File: config.mk
export PLATFORM = sky130hd
export DESIGN_NAME = acc_top
export DESIGN_NICKNAME = d
export VERILOG_FILES = /design/src/rtl/acc_pkg.sv /design/src/rtl/acc_top.sv /design/src/rtl/acc_sync.sv
export SDC_FILE = /design/constraint.sdc
export NUM_CORES = 1
export LEC_CHECK = 0
export BUFFER_PORTS_ARGS = -buffer_cell sky130_fd_sc_hd__buf_2
export CAP_MARGIN = 10
export CELL_PAD_IN_SITES_DETAIL_PLACEMENT = 1
export CELL_PAD_IN_SITES_GLOBAL_PLACEMENT = 1
export CORE_MARGIN = 2
export CORE_UTILIZATION = 30
export CTS_BUF_LIST = sky130_fd_sc_hd__clkbuf_4 sky130_fd_sc_hd__clkbuf_8
export CTS_CLUSTER_SIZE = 24
export DETAILED_ROUTE_END_ITERATION = 16
export GPL_TIMING_DRIVEN = 0
export PLACE_DENSITY_LB_ADDON = 0.1
export SYNTH_ARGS = -nofsm -noshare
export SYNTH_HDL_FRONTEND = slang
export SYNTH_HIERARCHICAL = 1
export SYNTH_SLANG_ARGS = --single-unit
File: constraint.sdc
create_clock -name CLK_I -period 3.2 [get_ports CLK_I]
set_input_delay 0 -clock CLK_I [delete_from_list [all_inputs] [get_ports CLK_I]]
set_output_delay 0 -clock CLK_I [all_outputs]
set_load 0.02 [all_outputs]
File: src/rtl/acc_pkg.sv
// Constants shared by the comparator control block: register map, field layout,
// reset values, interrupt mode codes and analog level widths.
// Assumes an 8-bit register port and one system clock.
package acc_pkg;

	// ------------------------------------------------------------------
	// Analog level representation
	// ------------------------------------------------------------------
	localparam int unsigned LEVEL_W = 10;
	localparam int unsigned CHAN_N  = 8;
	localparam int unsigned CHSEL_W = 3;
	localparam int unsigned SYNC_W  = 3;

	// ------------------------------------------------------------------
	// Register offsets
	// ------------------------------------------------------------------
	localparam logic [7:0] ADDR_CTRL_STATUS = 8'h50;
	localparam logic [7:0] ADDR_INPUT_DIS   = 8'h7F;
	localparam logic [7:0] ADDR_IRQ_STATUS  = 8'h60;
	localparam logic [7:0] ADDR_IRQ_CLEAR   = 8'h61;
	localparam logic [7:0] ADDR_IRQ_ENABLE  = 8'h62;

	// ------------------------------------------------------------------
	// Control and status register fields
	// ------------------------------------------------------------------
	localparam int unsigned POWER_OFF_BIT   = 7;
	localparam int unsigned BANDGAP_BIT     = 6;
	localparam int unsigned RESULT_BIT      = 5;
	localparam int unsigned EVENT_FLAG_BIT  = 4;
	localparam int unsigned IRQ_EN_BIT      = 3;
	localparam int unsigned CAPTURE_BIT     = 2;
	localparam int unsigned MODE_HI_BIT     = 1;
	localparam int unsigned MODE_LO_BIT     = 0;

	// ------------------------------------------------------------------
	// Input disable and interrupt register fields
	// ------------------------------------------------------------------
	localparam int unsigned NEG_BUF_OFF_BIT = 1;
	localparam int unsigned POS_BUF_OFF_BIT = 0;
	localparam int unsigned IRQ_EVENT_BIT   = 0;

	// ------------------------------------------------------------------
	// Reset values
	// ------------------------------------------------------------------
	localparam logic [7:0] CTRL_STATUS_RESET = 8'h00;
	localparam logic [7:0] INPUT_DIS_RESET   = 8'h00;
	localparam logic       SYNC_RESET        = 1'b0;

	// ------------------------------------------------------------------
	// Interrupt mode codes
	// ------------------------------------------------------------------
	localparam logic [1:0] MODE_TOGGLE   = 2'h0;
	localparam logic [1:0] MODE_RESERVED = 2'h1;
	localparam logic [1:0] MODE_FALL     = 2'h2;
	localparam logic [1:0] MODE_RISE     = 2'h3;

endpackage

File: src/rtl/acc_top.sv
// Digital control around the on-chip voltage comparator: input selection,
// result synchronisation, event detection, interrupt and capture routing,
// and pin input buffer disables.
// Assumes analog levels arrive as unsigned codes from outside the clock domain,
// and converter mux settings come from logic on the same clock.
//
// Strobed register access was left to the implementer.

module acc_top (
	input  wire logic                                                 CLK_I,
	input  wire logic                                                 RST_I,
	input  wire logic                                                 CE_I,
	input  wire logic [7:0]                                           REG_ADDR_I,
	input  wire logic [7:0]                                           REG_WDATA_I,
	input  wire logic                                                 REG_WE_I,
	input  wire logic                                                 REG_RE_I,
	output logic      [7:0]                                           REG_RDATA_O,
	input  wire logic [acc_pkg::LEVEL_W-1:0]                          POS_PIN_LEVEL_I,
	input  wire logic [acc_pkg::LEVEL_W-1:0]                          NEG_PIN_LEVEL_I,
	input  wire logic [acc_pkg::LEVEL_W-1:0]                          BANDGAP_LEVEL_I,
	input  wire logic [acc_pkg::CHAN_N-1:0][acc_pkg::LEVEL_W-1:0]     CHANNEL_LEVEL_I,
	input  wire logic                                                 NEG_MUX_ENABLE_I,
	input  wire logic                                                 CONVERTER_ENABLE_I,
	input  wire logic [acc_pkg::CHSEL_W-1:0]                          CHANNEL_SELECT_I,
	input  wire logic                                                 GLOBAL_IRQ_ENABLE_I,
	input  wire logic                                                 IRQ_VECTOR_TAKEN_I,
	output logic                                                      IRQ_O,
	output logic                                                      COMPARATOR_POWER_O,
	output logic                                                      CAPTURE_INPUT_O,
	output logic                                                      CAPTURE_ROUTE_O,
	input  wire logic                                                 POS_PIN_DIGITAL_I,
	input  wire logic                                                 NEG_PIN_DIGITAL_I,
	output logic                                                      POS_PIN_READ_O,
	output logic                                                      NEG_PIN_READ_O,
	output logic                                                      POS_BUFFER_EN_O,
	output logic                                                      NEG_BUFFER_EN_O
);

	// ------------------------------------------------------------------
	// State
	// ------------------------------------------------------------------
	typedef struct packed {
		logic       power_off;
		logic       bandgap_sel;
		logic       event_flag;
		logic       irq_en;
		logic       capture_route;
		logic [1:0] irq_mode;
		logic       neg_buf_off;
		logic       pos_buf_off;
		logic       prev_result;
		logic [7:0] rdata;
		logic       capture;
		logic       pos_read;
		logic       neg_read;
	} acc_state_t;

	localparam acc_state_t ST_RESET = '{
		power_off:     acc_pkg::CTRL_STATUS_RESET[acc_pkg::POWER_OFF_BIT],
		bandgap_sel:   acc_pkg::CTRL_STATUS_RESET[acc_pkg::BANDGAP_BIT],
		event_flag:    acc_pkg::CTRL_STATUS_RESET[acc_pkg::EVENT_FLAG_BIT],
		irq_en:        acc_pkg::CTRL_STATUS_RESET[acc_pkg::IRQ_EN_BIT],
		capture_route: acc_pkg::CTRL_STATUS_RESET[acc_pkg::CAPTURE_BIT],
		irq_mode:      acc_pkg::CTRL_STATUS_RESET[acc_pkg::MODE_HI_BIT:acc_pkg::MODE_LO_BIT],
		neg_buf_off:   acc_pkg::INPUT_DIS_RESET[acc_pkg::NEG_BUF_OFF_BIT],
		pos_buf_off:   acc_pkg::INPUT_DIS_RESET[acc_pkg::POS_BUF_OFF_BIT],
		prev_result:   acc_pkg::SYNC_RESET,
		rdata:         8'h00,
		capture:       acc_pkg::SYNC_RESET,
		pos_read:      acc_pkg::SYNC_RESET,
		neg_read:      acc_pkg::SYNC_RESET
	};

	acc_state_t q;
	acc_state_t d;

	logic [acc_pkg::LEVEL_W-1:0] pos_level;
	logic [acc_pkg::LEVEL_W-1:0] neg_level;
	logic                        raw_result;
	logic [acc_pkg::SYNC_W-1:0]  sync_in;
	logic [acc_pkg::SYNC_W-1:0]  sync_out;
	logic                        cmp_sync;
	logic                        pos_sync;
	logic                        neg_sync;
	logic                        cmp_event;
	logic                        flag_clear;
	logic                        wr_ctrl;
	logic                        wr_dis;
	logic                        wr_clr;
	logic                        wr_en;
	logic [7:0]                  ctrl_view;
	logic [7:0]                  dis_view;

	// ------------------------------------------------------------------
	// Input selection and comparison
	// ------------------------------------------------------------------
	always_comb begin
		if (q.bandgap_sel) begin
			pos_level = BANDGAP_LEVEL_I;
		end else begin
			pos_level = POS_PIN_LEVEL_I;
		end
		if (NEG_MUX_ENABLE_I && !CONVERTER_ENABLE_I) begin
			neg_level = CHANNEL_LEVEL_I[CHANNEL_SELECT_I];
		end else begin
			neg_level = NEG_PIN_LEVEL_I;
		end
	end

	// Powered-down comparator gives a low result
	assign raw_result = !q.power_off && (pos_level > neg_level);

	// ------------------------------------------------------------------
	// Synchronisers
	// ------------------------------------------------------------------
	assign sync_in = {NEG_PIN_DIGITAL_I, POS_PIN_DIGITAL_I, raw_result};

	acc_sync #(
		.W (acc_pkg::SYNC_W)
	) u_sync (
		.clk_i   (CLK_I),
		.rst_i   (RST_I),
		.ce_i    (CE_I),
		.async_i (sync_in),
		.sync_o  (sync_out)
	);

	assign cmp_sync = sync_out[0];
	assign pos_sync = sync_out[1];
	assign neg_sync = sync_out[2];

	// ------------------------------------------------------------------
	// Register views and write decode
	// ------------------------------------------------------------------
	always_comb begin
		ctrl_view                            = 8'h00;
		ctrl_view[acc_pkg::POWER_OFF_BIT]    = q.power_off;
		ctrl_view[acc_pkg::BANDGAP_BIT]      = q.bandgap_sel;
		ctrl_view[acc_pkg::RESULT_BIT]       = cmp_sync;
		ctrl_view[acc_pkg::EVENT_FLAG_BIT]   = q.event_flag;
		ctrl_view[acc_pkg::IRQ_EN_BIT]       = q.irq_en;
		ctrl_view[acc_pkg::CAPTURE_BIT]      = q.capture_route;
		ctrl_view[acc_pkg::MODE_HI_BIT]      = q.irq_mode[1];
		ctrl_view[acc_pkg::MODE_LO_BIT]      = q.irq_mode[0];
		dis_view                             = 8'h00;
		dis_view[acc_pkg::NEG_BUF_OFF_BIT]   = q.neg_buf_off;
		dis_view[acc_pkg::POS_BUF_OFF_BIT]   = q.pos_buf_off;
	end

	assign wr_ctrl = REG_WE_I && (REG_ADDR_I == acc_pkg::ADDR_CTRL_STATUS);
	assign wr_dis  = REG_WE_I && (REG_ADDR_I == acc_pkg::ADDR_INPUT_DIS);
	assign wr_clr  = REG_WE_I && (REG_ADDR_I == acc_pkg::ADDR_IRQ_CLEAR);
	assign wr_en   = REG_WE_I && (REG_ADDR_I == acc_pkg::ADDR_IRQ_ENABLE);

	// ------------------------------------------------------------------
	// Next state
	// ------------------------------------------------------------------
	always_comb begin
		d = q;
		// Edge detection against the previous synchronised result
		case (q.irq_mode)
			acc_pkg::MODE_TOGGLE: begin
				cmp_event = cmp_sync != q.prev_result;
			end
			acc_pkg::MODE_FALL: begin
				cmp_event = q.prev_result && !cmp_sync;
			end
			acc_pkg::MODE_RISE: begin
				cmp_event = !q.prev_result && cmp_sync;
			end
			default: begin
				cmp_event = 1'b0;
			end
		endcase
		d.prev_result = cmp_sync;

		// Flag: set wins over any clear in the same cycle
		flag_clear = IRQ_VECTOR_TAKEN_I
			|| (wr_ctrl && REG_WDATA_I[acc_pkg::EVENT_FLAG_BIT])
			|| (wr_clr && REG_WDATA_I[acc_pkg::IRQ_EVENT_BIT]);
		d.event_flag = cmp_event || (q.event_flag && !flag_clear);

		// Register writes; the result bit has no storage
		if (wr_ctrl) begin
			d.power_off     = REG_WDATA_I[acc_pkg::POWER_OFF_BIT];
			d.bandgap_sel   = REG_WDATA_I[acc_pkg::BANDGAP_BIT];
			d.irq_en        = REG_WDATA_I[acc_pkg::IRQ_EN_BIT];
			d.capture_route = REG_WDATA_I[acc_pkg::CAPTURE_BIT];
			d.irq_mode      = REG_WDATA_I[acc_pkg::MODE_HI_BIT:acc_pkg::MODE_LO_BIT];
		end else if (wr_dis) begin
			d.neg_buf_off   = REG_WDATA_I[acc_pkg::NEG_BUF_OFF_BIT];
			d.pos_buf_off   = REG_WDATA_I[acc_pkg::POS_BUF_OFF_BIT];
		end else if (wr_en) begin
			d.irq_en        = REG_WDATA_I[acc_pkg::IRQ_EVENT_BIT];
		end

		// Read data, valid in the cycle after the strobe only
		d.rdata = 8'h00;
		if (REG_RE_I) begin
			if (REG_ADDR_I == acc_pkg::ADDR_CTRL_STATUS) begin
				d.rdata = ctrl_view;
			end else if (REG_ADDR_I == acc_pkg::ADDR_INPUT_DIS) begin
				d.rdata = dis_view;
			end else if (REG_ADDR_I == acc_pkg::ADDR_IRQ_STATUS) begin
				d.rdata[acc_pkg::IRQ_EVENT_BIT] = q.event_flag;
			end else if (REG_ADDR_I == acc_pkg::ADDR_IRQ_ENABLE) begin
				d.rdata[acc_pkg::IRQ_EVENT_BIT] = q.irq_en;
			end else begin
				d.rdata = 8'h00;
			end
		end

		// Capture routing and pin read values
		d.capture  = q.capture_route && cmp_sync;
		d.pos_read = pos_sync && !q.pos_buf_off;
		d.neg_read = neg_sync && !q.neg_buf_off;
	end

	always_ff @(posedge CLK_I) begin
		if (RST_I) begin
			q <= ST_RESET;
		end else if (CE_I) begin
			q <= d;
		end
	end

	// ------------------------------------------------------------------
	// Outputs
	// ------------------------------------------------------------------
	assign REG_RDATA_O        = q.rdata;
	assign IRQ_O              = q.event_flag && q.irq_en && GLOBAL_IRQ_ENABLE_I;
	assign COMPARATOR_POWER_O = !q.power_off;
	assign CAPTURE_INPUT_O    = q.capture;
	assign CAPTURE_ROUTE_O    = q.capture_route;
	assign POS_PIN_READ_O     = q.pos_read;
	assign NEG_PIN_READ_O     = q.neg_read;
	assign POS_BUFFER_EN_O    = !q.pos_buf_off;
	assign NEG_BUFFER_EN_O    = !q.neg_buf_off;
endmodule

File: src/rtl/acc_sync.sv
// Two-stage synchroniser for signals arriving from outside the clock domain.
// Assumes the caller reads only the second stage output.
module acc_sync #(
	parameter int unsigned W = 1
) (
	input  wire logic         clk_i,
	input  wire logic         rst_i,
	input  wire logic         ce_i,
	input  wire logic [W-1:0] async_i,
	output logic      [W-1:0] sync_o
);

	// ------------------------------------------------------------------
	// State
	// ------------------------------------------------------------------
	typedef struct packed {
		logic [W-1:0] s1;
		logic [W-1:0] s2;
	} acc_sync_state_t;

	acc_sync_state_t q;
	acc_sync_state_t d;

	always_comb begin
		d    = q;
		d.s1 = async_i;
		d.s2 = q.s1;
	end

	always_ff @(posedge clk_i) begin
		if (rst_i) begin
			q <= {(2 * W){acc_pkg::SYNC_RESET}};
		end else if (ce_i) begin
			q <= d;
		end
	end

	assign sync_o = q.s2;

endmodule

; Yosys cells after proc, flatten, opt, wreduce, memory -nomap -nowiden
; Index checks and enable logic that the tools add are counted.
; Widths: inputs -> output; s select.
[word_totals]
in_bits = 140
wordCells = 71
ff_bits = 27
output_inout_bits = 16
[op_classes]
n_reduce_logical = 31
n_mux = 13
bitwise_logic = 1
n_lt_le_gt_ge = 2
eq_ne = 9
[op_table]
columns = cell, count
row1 = $eq 8x7->1 const B, 5
row2 = $bmux 10 s3, 1
row3 = $mux 10, 3
row4 = $logic_and 1x1->1, 16
row5 = $mux 8, 2
row6 = $gt 10x10->1, 1
row7 = $logic_not 1->1, 7
row8 = $reduce_and 3->1, 2
row9 = $mux 1, 5
row10 = $eq 2x2->1 const B, 2
row11 = $lt 3x4->1 const B, 1
row12 = $logic_or 1x1->1, 3
row13 = $pmux 1 s3, 1
row14 = $logic_not 2->1, 1
row15 = $mux 2, 1
row16 = $ne 2x2->1 const B, 1
row17 = $reduce_and 2->1, 1
row18 = $reduce_bool 2->1, 1
row19 = $ne 1x1->1, 1
row20 = $not 1->1, 1

; Depth between registers and ports, before layout
[depth]
depth_word = 8
mapped_depth = 12
depth_no_buf = 11

; Hierarchy
; The synthesis kept the hierarchy.
[by_module_without_submodules]
columns = module, instances, cells_per_inst, area_per_inst_um2
row1 = acc_top, 1, 226, 2128.3
row2 = acc_sync, 1, 19, 214.0

; Worst setup path before layout
; OpenSTA, ideal clock, no wires.
[synth_path]
path_kind = input -> register
start = input CHANNEL_SELECT_I[0] (netlist name)
end = register u_sync.q, in the netlist u_sync/d[0]
stages = 12
setup_time_ns = 0.114
arrival_ns = 2.320
path_slack_ns = 0.766
required_ns = 3.086
n_path_buf = 1
cell_sequence = buf_2 mux4_2 mux2i_1 nor2_1 a21oi_1 ha_1 a21o_1 a221o_1 a221oi_1 a311oi_1 mux2i_1 nor2_1
[synth_between]
elab_chain_len = 5
[synth_lines]
columns = element, line
row1 = "start, declared", acc_top.sv:24  ; input wire logic [acc_pkg::CHSEL_W-1:0] CHANNEL_SELECT_I,
row2 = $bmux 10 s3, acc_top.sv:104  ; neg_level = CHANNEL_LEVEL_I[CHANNEL_SELECT_I];
row3 = $mux 10 (implied by the code), acc_top.sv:104
row4 = $mux 10, acc_top.sv:103  ; if (NEG_MUX_ENABLE_I && !CONVERTER_ENABLE_I) begin
row5 = $gt 10x10->1, acc_top.sv:111  ; assign raw_result = !q.power_off && (pos_level > neg_level);
row6 = $logic_and 1x1->1, acc_top.sv:111
row7 = named net raw_result, acc_top.sv:79  ; logic raw_result;
row8 = "end signal, assigned", acc_sync.sv:32  ; q <= {(2 * W){acc_pkg::SYNC_RESET}};
row9 = "end, declared", acc_sync.sv:21  ; acc_sync_state_t q;
; The timed path passes the listed nets, and every way through them passes these cells. The select of a mux whose other input is x is not followed.
; A chain may end at the register's enable or synchronous reset.

; Worst setup path after layout
; Ends and elaborated chain as after synthesis.

==> impl_metrics.yaml <==
run_status:
  run_status: "complete, but fails checks"
  violated_checks: "hold timing"
worst_setup_path:
  worst-endpoint-arrival_ps: 2700
  crit_path_max_incr_delay_ps: 560
  cp_data_required_time_ps: 3370
  timing.critical_path.cells: "buf_2, mux4_2, mux2i_1, nor2_1, a21oi_1, ha_1, a21o_1, a221o_1, a221oi_1, a311oi_1, mux2i_1, nor2_1"
  critPathLaunchType: "input port"
  timing.critical_path.slowest_stage_cell: "mux4_2"
  worst-setup-path-type: "in -> reg"
  critPathMaxFanout: 10
  crit_path_end_kind: "register"
pwr:
  total_switching_power_w: 0.000231
  clockPowerShare: 0.248
  static-leakage-power_nw: 1.59
  proportion_of_total_power_due_to_net_switching: 0.279
  part_of_the_power_in_registers: 0.420
  pwr-share-comb: 0.332
  cellPowerDensity_nw_per_um2: 248
  worst_ir_drop_vdd_mv: 0.140
  internal-power_w: 0.000595
routing:
  drt_pass1_iterations: 4
  vias: 2515
  totalWireLength_um: 8270
  remaining_drc_errors: 0
  drtAntennaViolNets: 0
  viasPerCell: 4.96
  drt-wirelength-per-cell_um: 16.3
  dr.first_iter.drc_count: 34
clock_tree:
  ctsRootBufferMaster: "clkbuf_8"
  cts_inserted_buffers: 3
  cts_tree: "done"
  clock_tree_buf_depth: 2
  cts-resized-gates: 0
  clkSlewWorstSetupHoldPaths_ps: 90
  htreeDepth: 1
  clock_sinks: 27
  clock_insertion_delay_worst_skew_ps: 270
logic_synthesis:
  synth_top_area_share: 0.231
  ys.warnings.count: 6
  syn_avg_cell_area_um2: 9.56
  synthesis.nets: 397
  synth_area_leaders: "dfxtp_1 23%, mux4_2 19%, mux2i_1 12%"
  synth_commonest_cells: "31 x nor2_1, 27 x dfxtp_1, 27 x mux2i_1"
  synth-seq-area-share: 0.231
  synth-edff-count: 0
  synth-seq-cells: 27
  yosysUniqueCellTypes: 37
  async_flop_share: 0
  syn-instance-count: 245
  synth_area_leader_cell: "dfxtp_1"
  synthMostInstantiatedCell: "nor2_1"
  mappedNetlistArea_um2: 2340
  yosys_most_used_dff: "dfxtp_1"
global_routing:
  global_route.usage.total: 0.200
  globalRoute.totalOverflow: 0
  grt_pass1_wl_um: 13500
  vias_in_the_first_global_route: 2844
  antenna_found_initial: 0
  gr-usage-met2: 0.388
  globalRoute.busiestLayer: "met2"
  grtUsageMet3: 0.0456
  maximum_number_of_pins_on_one_net_before_global_route_repair: 15
  gr-usage-met1: 0.220
cells_and_area:
  area_delta_synth_final_pct: 41.9
  layout-drive-gt1-share: 0.499
  antenna-diode-count: 0
  final_area_um2: 3320
  design.final.nets: 558
run:
  maxCapViolCount: 0
timing:
  timing.final.setup_violations: 0
  clock_skew_ps: 6.42
  slew_headroom: 0.477
  slew_viol_final: 0
  final.setup.tns_ps: 0
  worst_slew_pin_slew_ps: 778
  post-route-min-period_ps: 2530
  timing.final.crit_share: 0.790
  unrepaired_setup_endpoints_after_global_routing: "false"
  finalHoldViolCount: 1
  hold_ws_ps: -2.92
  fmaxAchievable_mhz: 396
place:
  place_hpwl_um: 7070
  gpl_congestion: 0.804
  post_dp_cell_area_um2: 3230
  io_buffer_count: 151
floorplanning:
  rows: 32
  fp.dieW_um: 92.4
  die_height_um: 92.4
  io_pins: 156
  floorplan.initialDensity: 0.306
  floorplan.core_area_um2: 7650
  die-area_um2: 8530
hold_path:
  min-delay-path-class: "in -> reg"
cells in the final DEF, fill, tap and decap left out, types with 2 or more instances in the layout:
master	n
clkbuf_1	6
nor3_1	5
o21ai_0	2
clkbuf_8	3
buf_4	8
nand4bb_1	2
and3_1	3
mux4_2	20
mux2i_1	27
dlygate4sd3_1	5
dfxtp_1	27
nor2b_1	5
nor4_1	2
a211oi_1	2
ha_1	12
buf_6	3
or3_2	2
nand3b_1	2
nand2b_1	9
a21o_1	3
buf_1	2
nand3_1	3
inv_1	9
nand2_1	7
or3_1	2
nor2_1	31
nand4_1	4
buf_2	155
a21oi_1	23
a311oi_1	2
mux2_2	10
state kept, by name (all words and copies together), names as in the netlist:
register and count:
q 1, u_sync/sync_o 3, ctrl_view 6, u_sync/d 3, CAPTURE_ROUTE_O 1, POS_PIN_READ_O 1
REG_RDATA_O 8, dis_view 2, CAPTURE_INPUT_O 1, NEG_PIN_READ_O 1
what timing repair did:
item | 4_1_cts | 5_1_grt
hold endpoints to repair | 5 | 0
hold buffers | 5 | 0
buffers inserted | 0 | 0
stage by stage:
step	hold slack, ps	cells	total power, W	utilization	worst slack, ps
floorplan	72.4	245	0.000497	-	766
global placement	232	498	0.000620	0.422	393
detailed placement	249	498	0.000627	0.422	336
CTS	0.376	507	0.000837	0.435	625
global route	29.4	507	0.000884	0.435	397
finish	-2.92	507	0.000826	0.435	673
power groups by stage:
stage | combinational (W) | sequential (W) | clock, W
finish | 0.000274 | 0.000347 | 0.000205
CTS | 0.000278 | 0.000347 | 0.000212
global placement | 0.000265 | 0.000355 | 0
detailed placement | 0.000273 | 0.000355 | 0
floorplan | 0.000144 | 0.000353 | 0
global route | 0.000308 | 0.000348 | 0.000228
layout make-up:
class	instances	area, um2
Fill cell	972	4320
Multi-Input combinational cell	186	1620
Sequential cell	27	541
Clock buffer	4	48.8
Buffer	23	144
Tap cell	102	128
Inverter	9	33.8
Timing Repair Buffer	156	806
cell families (layout without fill, tap and decap cells):
| logic type | count (synthesis) | in the layout | share of synthesized area |
|---|---|---|---|
| AO/OA/AOI/OAI | 37 | 37 | 0.0956 |
| adder cells (fa/ha/maj) | 12 | 12 | 0.0641 |
| buffers and inverters | 32 | 192 | 0.0759 |
| flip-flops | 27 | 27 | 0.231 |
| multiplexers | 57 | 57 | 0.356 |
| AND/OR/NAND/NOR | 80 | 80 | 0.178 |
worst max-delay path, delay by kind of cell:
family          cells  cell delay, ps
simple gates        2             140
mux                 3             900
fa+ha+maj           1             270
compound gates      5            1080
buf+inv             1             310
final timing paths:
kind / startpoint / endpoint / slack (ps) / depth (start not counted)
worst min-delay path: REG_WDATA_I[1] / ctrl_view[1]$_SDFFE_PP0P_ / -3 / 3
worst max register to register: ctrl_view[6]$_SDFFE_PP0P_ / u_sync/d[0]$_SDFFE_PP0P_ / 690 / 9
worst max-delay path: CHANNEL_SELECT_I[0] / u_sync/d[0]$_SDFFE_PP0P_ / 670 / 12
worst min register to register: CAPTURE_INPUT_O$_SDFFE_PP0P_ / CAPTURE_INPUT_O$_SDFFE_PP0P_ / 470 / 2
metal layers:
| metal | routed length [um] | up-vias | share of wire |
|---|---|---|---|
| met3 | 676 | 9 | 0.082 |
| li1 | - | 1229 | - |
| met2 | 4330 | 100 | 0.52 |
| met1 | 3150 | 1177 | 0.38 |
| met4 | 102 | 0 | 0.012 |
| met5 | 0 | - | 0 |
No activity file was read; power rests on OpenSTA's default activity.
